[src/include/fsc_pkg.sv]
// constants for the flash status and identification host controller
// What this block does
// - host checks ready before error bits
// - command 90 enters identification mode
// - id mode lasts until next command
// - command 70 selects status read
// - host raises enable between status reads
// - software clears supply bit before retrying
// - command 50 clears error flags
package fsc_pkg;
    localparam logic [7:0] CMD_READ_ID     = 8'h90;
    localparam logic [7:0] CMD_READ_STATUS = 8'h70;
    localparam logic [7:0] CMD_CLEAR       = 8'h50;
    localparam int         BIT_READY       = 7;
    localparam int         BIT_SUSPENDED   = 6;
    localparam int         BIT_ERASE_ERR   = 5;
    localparam int         BIT_WRITE_ERR   = 4;
    localparam int         BIT_SUPPLY_LOW  = 3;
    localparam logic [7:0] STATUS_MASK     = 8'hf8;
    localparam logic [19:0] ID_MFR_ADDR    = 20'h00000;
    localparam logic [19:0] ID_DEV_ADDR    = 20'h00001;
    // own register map, word offsets on the software port
    localparam logic [3:0] REG_CMD         = 4'h0;
    localparam logic [3:0] REG_STATUS      = 4'h1;
    localparam logic [3:0] REG_MFR_ID      = 4'h2;
    localparam logic [3:0] REG_DEV_ID      = 4'h3;
    localparam logic [3:0] REG_CTRL        = 4'h4;
    localparam logic [2:0] OP_STATUS       = 3'h0;
    localparam logic [2:0] OP_CLEAR        = 3'h1;
    localparam logic [2:0] OP_READ_ID      = 3'h2;
    // bus timing at 25 MHz: each phase a whole number of 40 ns cycles
    localparam int         CLK_NS          = 40;
    localparam int         ACCESS_NS       = 120;
    localparam int         WE_PULSE_NS     = 60;
    localparam logic [3:0] ACCESS_CYC      = 4'((ACCESS_NS + CLK_NS - 1) / CLK_NS);
    localparam logic [3:0] WE_CYC          = 4'((WE_PULSE_NS + CLK_NS - 1) / CLK_NS);
    typedef enum logic [2:0] {
        FSC_IDLE   = 3'b000,
        FSC_WR     = 3'b001,
        FSC_WR_REC = 3'b010,
        FSC_RD     = 3'b011,
        FSC_RD_REC = 3'b100
    } fsc_state_e;
endpackage

[src/design/fsc_sync.sv]
// two-stage synchroniser for pin inputs
`timescale 1ns/10ps
module fsc_sync #(
    parameter int W = 1
) (
    input  wire logic         sys_clk, // system clock
    input  wire logic         rst,     // async reset
    input  wire logic [W-1:0] d,       // pin level
    output logic      [W-1:0] q        // synchronised level
);
    logic [W-1:0] meta;
    always_ff @(posedge sys_clk or posedge rst) begin
        if (rst) begin
            meta <= '0;
            q    <= '0;
        end else begin
            meta <= d;
            q    <= meta;
        end
    end
endmodule // fsc_sync

[src/design/fsc_host.sv]
// host controller issuing status, clear and id commands to the flash
`timescale 1ns/10ps
module fsc_host (
    input  wire logic        sys_clk,     // 25 MHz clock
    input  wire logic        rst,         // async reset, high
    input  wire logic [3:0]  reg_addr,    // software register index
    input  wire logic [7:0]  reg_wdata,   // software write data
    input  wire logic        reg_wr,      // write strobe
    input  wire logic        reg_rd,      // read strobe
    output logic      [7:0]  reg_rdata,   // read data, next cycle
    output logic      [19:0] flash_addr,  // flash address
    output logic      [7:0]  flash_dq_o,  // data driven to flash
    output logic             flash_dq_oe, // high while driving dq
    input  wire logic [7:0]  flash_dq_i,  // data from flash
    output logic             chip_en_n,   // chip enable, low active
    output logic             out_en_n,    // output enable, low active
    output logic             write_en_n,  // write enable, low active
    input  wire logic        ready_busy_out // flash ready pin
);
    typedef struct packed {
        fsc_pkg::fsc_state_e st;
        logic [3:0]  cnt;
        logic [2:0]  op;
        logic [1:0]  step;
        logic        busy;
        logic [7:0]  status;
        logic [7:0]  mfr_id;
        logic [7:0]  dev_id;
        logic [7:0]  rdata;
        logic [19:0] addr;
        logic [7:0]  dq;
        logic        dq_oe;
        logic        ce_n;
        logic        oe_n;
        logic        we_n;
    } fsc_state_s;

    fsc_state_s s;
    fsc_state_s next_s;
    logic [8:0] pin_sync;

    fsc_sync #(.W(9)) u_sync (
        .sys_clk (sys_clk),
        .rst     (rst),
        .d       ({ready_busy_out, flash_dq_i}),
        .q       (pin_sync)
    );

    always_comb begin
        next_s = s;
        next_s.rdata = 8'h00;
        if (reg_rd) begin
            if (reg_addr == fsc_pkg::REG_STATUS) begin
                next_s.rdata = s.status;
            end else if (reg_addr == fsc_pkg::REG_MFR_ID) begin
                next_s.rdata = s.mfr_id;
            end else if (reg_addr == fsc_pkg::REG_DEV_ID) begin
                next_s.rdata = s.dev_id;
            end else if (reg_addr == fsc_pkg::REG_CTRL) begin
                next_s.rdata = {7'h00, s.busy};
            end
        end
        if (reg_wr && reg_addr == fsc_pkg::REG_CMD && !s.busy) begin
            next_s.op   = reg_wdata[2:0];
            next_s.busy = 1'b1;
            next_s.step = 2'h0;
        end
        case (s.st)
            fsc_pkg::FSC_IDLE: begin
                if (s.busy) begin
                    next_s.ce_n  = 1'b0;
                    next_s.we_n  = 1'b0;
                    next_s.dq_oe = 1'b1;
                    next_s.cnt   = fsc_pkg::WE_CYC;
                    next_s.st    = fsc_pkg::FSC_WR;
                    next_s.addr  = (s.step == 2'h2) ? fsc_pkg::ID_DEV_ADDR
                                                     : fsc_pkg::ID_MFR_ADDR;
                    // no write or erase issued here; software sends clear before retrying
                    if (s.op == fsc_pkg::OP_CLEAR) begin
                        next_s.dq = fsc_pkg::CMD_CLEAR;
                    end else if (s.op == fsc_pkg::OP_READ_ID) begin
                        next_s.dq = fsc_pkg::CMD_READ_ID;
                    end else begin
                        next_s.dq = fsc_pkg::CMD_READ_STATUS;
                    end
                    // id mode persists, so the second id read needs no new write
                    if (s.step != 2'h0) begin
                        next_s.we_n  = 1'b1;
                        next_s.dq_oe = 1'b0;
                        next_s.oe_n  = 1'b0;
                        next_s.cnt   = fsc_pkg::ACCESS_CYC;
                        next_s.st    = fsc_pkg::FSC_RD;
                    end
                end
            end
            fsc_pkg::FSC_WR: begin
                if (s.cnt > 4'h1) begin
                    next_s.cnt = s.cnt - 4'h1;
                end else begin
                    next_s.we_n = 1'b1;
                    next_s.st   = fsc_pkg::FSC_WR_REC;
                end
            end
            fsc_pkg::FSC_WR_REC: begin
                next_s.ce_n  = 1'b1;
                next_s.dq_oe = 1'b0;
                if (s.op == fsc_pkg::OP_CLEAR) begin
                    next_s.busy = 1'b0;
                    next_s.st   = fsc_pkg::FSC_IDLE;
                end else begin
                    next_s.step = 2'h1;
                    next_s.st   = fsc_pkg::FSC_IDLE;
                end
            end
            fsc_pkg::FSC_RD: begin
                // sample late, after the device latched at the later enable edge
                if (s.cnt > 4'h1) begin
                    next_s.cnt = s.cnt - 4'h1;
                end else begin
                    next_s.oe_n = 1'b1;
                    next_s.ce_n = 1'b1;
                    next_s.st   = fsc_pkg::FSC_RD_REC;
                    if (s.op == fsc_pkg::OP_STATUS) begin
                        next_s.status = pin_sync[7:0] & fsc_pkg::STATUS_MASK;
                    end else if (s.step == 2'h1) begin
                        next_s.mfr_id = pin_sync[7:0];
                    end else begin
                        next_s.dev_id = pin_sync[7:0];
                    end
                end
            end
            fsc_pkg::FSC_RD_REC: begin
                next_s.st = fsc_pkg::FSC_IDLE;
                if (s.op == fsc_pkg::OP_READ_ID && s.step == 2'h1) begin
                    next_s.step = 2'h2;
                end else if (s.op == fsc_pkg::OP_STATUS
                             && !s.status[fsc_pkg::BIT_READY]) begin
                    // errors only count once a fresh read shows ready
                    // pin high alone leaves a stale latch: read once more
                    if (pin_sync[8]) begin
                        next_s.step = 2'h1;
                    end else begin
                        next_s.st   = fsc_pkg::FSC_RD_REC;
                    end
                end else begin
                    next_s.busy = 1'b0;
                    next_s.step = 2'h0;
                end
            end
            default: begin
                next_s.st = fsc_pkg::FSC_IDLE;
            end
        endcase
    end

    always_ff @(posedge sys_clk or posedge rst) begin
        if (rst) begin
            s       <= '0;
            s.st    <= fsc_pkg::FSC_IDLE;
            s.ce_n  <= 1'b1;
            s.oe_n  <= 1'b1;
            s.we_n  <= 1'b1;
        end else begin
            s <= next_s;
        end
    end

    assign reg_rdata   = s.rdata;
    assign flash_addr  = s.addr;
    assign flash_dq_o  = s.dq;
    assign flash_dq_oe = s.dq_oe;
    assign chip_en_n   = s.ce_n;
    assign out_en_n    = s.oe_n;
    assign write_en_n  = s.we_n;

    a_no_contention: assert property (@(posedge sys_clk) disable iff (rst)
        !(s.dq_oe && !s.oe_n)) else $error("host drives dq while output enabled");
    a_enable_toggle: assert property (@(posedge sys_clk) disable iff (rst)
        $rose(s.oe_n) |-> s.ce_n) else $error("chip enable held across reads");
    a_reserved_mask: assert property (@(posedge sys_clk) disable iff (rst)
        s.status[2:0] == 3'h0) else $error("reserved status bits kept");
    a_clear_cmd: assert property (@(posedge sys_clk) disable iff (rst)
        ($fell(s.we_n) && s.op == fsc_pkg::OP_CLEAR) |-> s.dq == fsc_pkg::CMD_CLEAR)
        else $error("clear op wrote wrong code");
    a_id_cmd: assert property (@(posedge sys_clk) disable iff (rst)
        ($fell(s.we_n) && s.op == fsc_pkg::OP_READ_ID) |-> s.dq == fsc_pkg::CMD_READ_ID)
        else $error("id op wrote wrong code");
    a_status_cmd: assert property (@(posedge sys_clk) disable iff (rst)
        ($fell(s.we_n) && s.op == fsc_pkg::OP_STATUS) |-> s.dq == fsc_pkg::CMD_READ_STATUS)
        else $error("status op wrote wrong code");
    a_we_pulse: assert property (@(posedge sys_clk) disable iff (rst)
        $fell(s.we_n) |-> !s.we_n [*2] ##1 s.we_n) else $error("write pulse length");
    a_busy_end: assert property (@(posedge sys_clk) disable iff (rst)
        $fell(s.busy) |-> s.ce_n && s.oe_n) else $error("done with bus active");
    c_clear: cover property (@(posedge sys_clk) $fell(s.busy) && s.op == fsc_pkg::OP_CLEAR);
    c_id: cover property (@(posedge sys_clk) $fell(s.busy) && s.op == fsc_pkg::OP_READ_ID);
    c_status: cover property (@(posedge sys_clk) $fell(s.busy) && s.op == fsc_pkg::OP_STATUS);
endmodule // fsc_host

[config.mk]
export PLATFORM = sky130hd
export DESIGN_NAME = fsc_host
export DESIGN_NICKNAME = d
export VERILOG_FILES = /design/src/include/fsc_pkg.sv /design/src/design/fsc_sync.sv /design/src/design/fsc_host.sv
export SDC_FILE = /design/constraint.sdc
export NUM_CORES = 1
export LEC_CHECK = 0
export ABC_CLOCK_PERIOD_IN_PS = 2300
export BUFFER_PORTS_ARGS = -buffer_cell sky130_fd_sc_hd__buf_4
export CAP_MARGIN = 20
export CORE_MARGIN = 3
export CORE_UTILIZATION = 54
export DETAILED_ROUTE_END_ITERATION = 7
export PLACE_DENSITY = 0.85
export SYNTH_ARGS = -nofsm -noshare
export SYNTH_HDL_FRONTEND = slang
export SYNTH_SLANG_ARGS = --single-unit
export TNS_END_PERCENT = 1
[constraint.sdc]
create_clock -name sys_clk -period 2.3 [get_ports sys_clk]
set_input_delay 0.115 -clock sys_clk [delete_from_list [all_inputs] [get_ports sys_clk]]
set_output_delay 0.115 -clock sys_clk [all_outputs]
set_load 0.05 [all_outputs]
==> impl_metrics.toml <==
[run_status]
run_status = "completed"

[clock_network]
tritoncts_num_sinks = 69
ctsRootBufferMaster = "sky130_fd_sc_hd__clkbuf_8"
clock_insertion_delay_worst_skew_ns = 0.34
post_cts.repair.setup_buffers = 0
cts-hold-fix-buffers = 12
cts_tree = "yes"
path_clk_slew_ns = 0.07
ctsResizeCount = 0
clock_tree.buffer_depth = 2
h-tree-depth = 3
cts_inserted_buffers = 9

[worst_setup_path]
timing.critical_path.to_type = "flop"
critPathLaunchType = "flop"
cpMaxStageDelayCell = "sky130_fd_sc_hd__or4_4"
critPathArrivalTime_ns = 2.19
critPathMaxFanout = 5
critical_path.reg2reg.endpoint = "s[62]"
setup.worst_path.class = "reg -> reg"
worstPathRequired_ns = 2.52
timing.critical_path.cells = "inv_1 -> ha_1 -> nor2_1 -> or4_4 -> nor2_8 -> mux2_4"
reg2reg_from = "s[70]"
reg2reg_setup_slack_ns = 0.34
worst-r2r-cell-count = 6
worst_path_largest_cell_delay_ns = 0.54

[floorplanning]
start_util = 0.580
die_width_um = 81.7
core_area_mm2 = 0.00534
die_h_um = 81.7
io-pin-count = 65
die_area_mm2 = 0.00668
core.rowCount = 26

[power]
netSwitchingFraction = 0.376
clock_power_share = 0.210
internal-power_mw = 2.46
p_sw_mw = 1.48
power_density_over_the_cells_mw_per_mm2 = 1110
power_frac_seq = 0.451
vdd.ir_drop.worst_uv = 603
power_leakage_nw = 1.72
share_comb_of_total_power = 0.339

[global_routing]
global_route.usage.total = 0.181
grt_start_max_net_pins = 70
first_global_vias = 1841
grt-ovfl-total = 0
wire_length_of_the_first_global_routing_pass_mm = 8.86
grt_antenna_before_repair = 0

[logic_synthesis]
synth_ff_type = "sky130_fd_sc_hd__dfrtp_1"
synth.yosys.warnings = 0
synth_sequential_area_ratio = 0.559
synth_area_mm2 = 0.00310
synth_enable_flop_cells = 0
synth.top_cell.area_share = 0.533
synth-async-reset-ratio = 1.00
synthesis.instances = 262
count_of_unique_library_cells_instantiated_by_yosys = 49
postSynthAreaPerCell_um2 = 11.8
synth_largest_area_cell = "sky130_fd_sc_hd__dfrtp_1"
synth.ff_latch_count = 69
synth.top_cells.by_area = "sky130_fd_sc_hd__dfrtp_1 (53%), sky130_fd_sc_hd__buf_4 (8.7%), sky130_fd_sc_hd__mux2_2 (6.9%)"

[route]
drt_drc_violations_left = 0
drtIter0Drc = 147
total_routed_wire_length_on_the_met1_layer_mm = 2.43
met2_wire_length_mm = 2.45
firstDrtPassIters = 4
wl_per_instance_um = 14.1
drt-vias-per-instance = 5.20
dr.max_layer_used = "met4"
num_vias = 1967
antenna_left = 0
dr_wl_met3_um = 375
totalWireLength_mm = 5.34

[timing]
fin_setup_tns_ns = 0
setup_violations = 0
slew_violations = 0
maxSlewHeadroom = 0.647
timing.fmax_ghz = 0.509
worst_clock_skew_ns = 0.00693
unrepaired_setup_endpoints_after_global_routing = "no"
timing_worst_slew_pin_value_ns = 0.524
finalHoldWorstSlack_ns = 0.0131
hold_viol = 0
min_period_over_period = 0.854
finalWorstPathRequiredPeriod_ns = 1.96

[finish]
final_area_mm2 = 0.00355
area_growth_from_synthesis_to_final_layout_pct = 14.7
final_cell_count_no_fill = 378
antenna-diode-count = 0
drive_above_1_share = 0.305
nets = 330

[placed_design]
dpl.cell_count = 350
io_buffer_count = 36
gp_routability_congestion = 0.871
hpwl_mm = 3.61
placement.cell_area_mm2 = 0.00327

[min_path]
hold_path_class = "in -> reg"
worst_hold_path.num_cells = 2
worst_hold_startpoint = "reg_wdata[2]"
hold-path-endpoint = "s[69]"

[flow_run]
max-cap-violations = 0
layer usage:
metal  up-vias  GRT usage
met5         -          0
met4         0      0.106
met3         7     0.0395
met2        76      0.263
met1       962      0.248
li1        922          -
cells by family (layout without fill, tap and decap cells):
logic type                 Yosys count  count (layout)  share of synthesized area
and+or+nand+nor                     73              73                      0.139
DFF                                 69              69                      0.559
buffers and inverters               50              74                      0.106
AOI/OAI and AO/OA                   35              35                     0.0691
muxes                               30              30                      0.113
adders and majority gates            2               2                    0.00808
xor gates and xnor gates             2               2                    0.00566
other                                1              23                    0.00121
critical path: cells and delay by family, from the launching register on:
kind          cells  cell delay, ns
buf+inv           1            0.10
simple gates      3            0.84
fa+ha+maj         1            0.17
flops             1            0.42
mux               1            0.31
area by class of cell:
type	count	area [um^2]
clock buffers	10	128
flip-flops and latches	69	1730
fillers	396	1780
multi-input cells	165	1120
well taps	70	87.6
clock inverters	6	38.8
inverters	8	30.0
repair buffers	50	418
worst max path at each step:
stage	endpoint	slack, ns	cells after the start	startpoint
after floorplan	flash_addr[0]	0.45	1	rst
after global placement	s[59]	0.40	6	s[70]
after detailed placement	s[60]	0.36	6	s[70]
after CTS	s[62]	0.33	6	s[70]
after global routing	s[73]	0.17	6	s[70]
final	s[62]	0.34	6	s[70]
per-stage QoR:
step | worst slack (ns) | utilization | power (mW)
after floorplan | 0.450 | - | 2.85
after global placement | 0.405 | 0.612 | 3.04
after detailed placement | 0.361 | 0.612 | 3.09
after CTS | 0.333 | 0.666 | 3.96
after global routing | 0.167 | 0.666 | 4.19
final | 0.335 | 0.666 | 3.94
layout by cell type, fill, tap and decap left out, types with 3 or more instances in the layout:
| master | Yosys | final |
|---|---|---|
| sky130_fd_sc_hd__nor2_1 | 14 | 14 |
| sky130_fd_sc_hd__buf_4 | 36 | 37 |
| sky130_fd_sc_hd__inv_1 | 7 | 6 |
| sky130_fd_sc_hd__nand3b_1 | 3 | 3 |
| sky130_fd_sc_hd__a21oi_1 | 9 | 9 |
| sky130_fd_sc_hd__mux2_4 | 5 | 5 |
| sky130_fd_sc_hd__nor3b_1 | 3 | 3 |
| sky130_fd_sc_hd__conb_1 | 1 | 23 |
| sky130_fd_sc_hd__nand2_1 | 22 | 22 |
| sky130_fd_sc_hd__mux2i_1 | 6 | 6 |
| sky130_fd_sc_hd__a31oi_1 | 3 | 3 |
| sky130_fd_sc_hd__nor2b_1 | 3 | 3 |
| sky130_fd_sc_hd__nand2b_1 | 3 | 3 |
| sky130_fd_sc_hd__clkinv_2 | 0 | 3 |
| sky130_fd_sc_hd__dfstp_2 | 3 | 3 |
| sky130_fd_sc_hd__or3_1 | 3 | 3 |
| sky130_fd_sc_hd__dlygate4sd3_1 | 0 | 12 |
| sky130_fd_sc_hd__or2_2 | 4 | 4 |
| sky130_fd_sc_hd__o21ai_0 | 10 | 10 |
| sky130_fd_sc_hd__mux2_2 | 19 | 19 |
| sky130_fd_sc_hd__clkbuf_8 | 0 | 9 |
| sky130_fd_sc_hd__nand3_1 | 4 | 4 |
| sky130_fd_sc_hd__dfrtp_1 | 66 | 66 |
sequential cells by signal, summed over array words and instances (netlist names):
signal and count:
s 34, reg_rdata 8, u_sync.q 9, u_sync.meta 9, write_en_n 1, chip_en_n 1, flash_dq_o 4, flash_addr 1
out_en_n 1, flash_dq_oe 1
power groups by stage:
stage / registers (mW) / logic (mW) / clock network (mW)
after floorplan: 1.79 / 1.05 / 0
after CTS: 1.77 / 1.34 / 0.855
after detailed placement: 1.79 / 1.31 / 0
after global routing: 1.81 / 1.46 / 0.922
final: 1.77 / 1.33 / 0.828
after global placement: 1.77 / 1.27 / 0
synth_stat cells (all sizes together) (2+ instances only):
library cell	instances
a21oi	9
a31oi	3
buf	40
clkbuf	2
dfrtp	66
dfstp	3
ha	2
inv	8
mux2	24
mux2i	6
nand2	22
nand2b	3
nand3	5
nand3b	4
nor2	15
nor2b	3
nor3b	3
nor4	3
nor4b	2
o21ai	11
o221ai	2
o31ai	2
or2	5
or3	3
xnor2	2
Note: power is estimated with default switching activity, not from simulation.
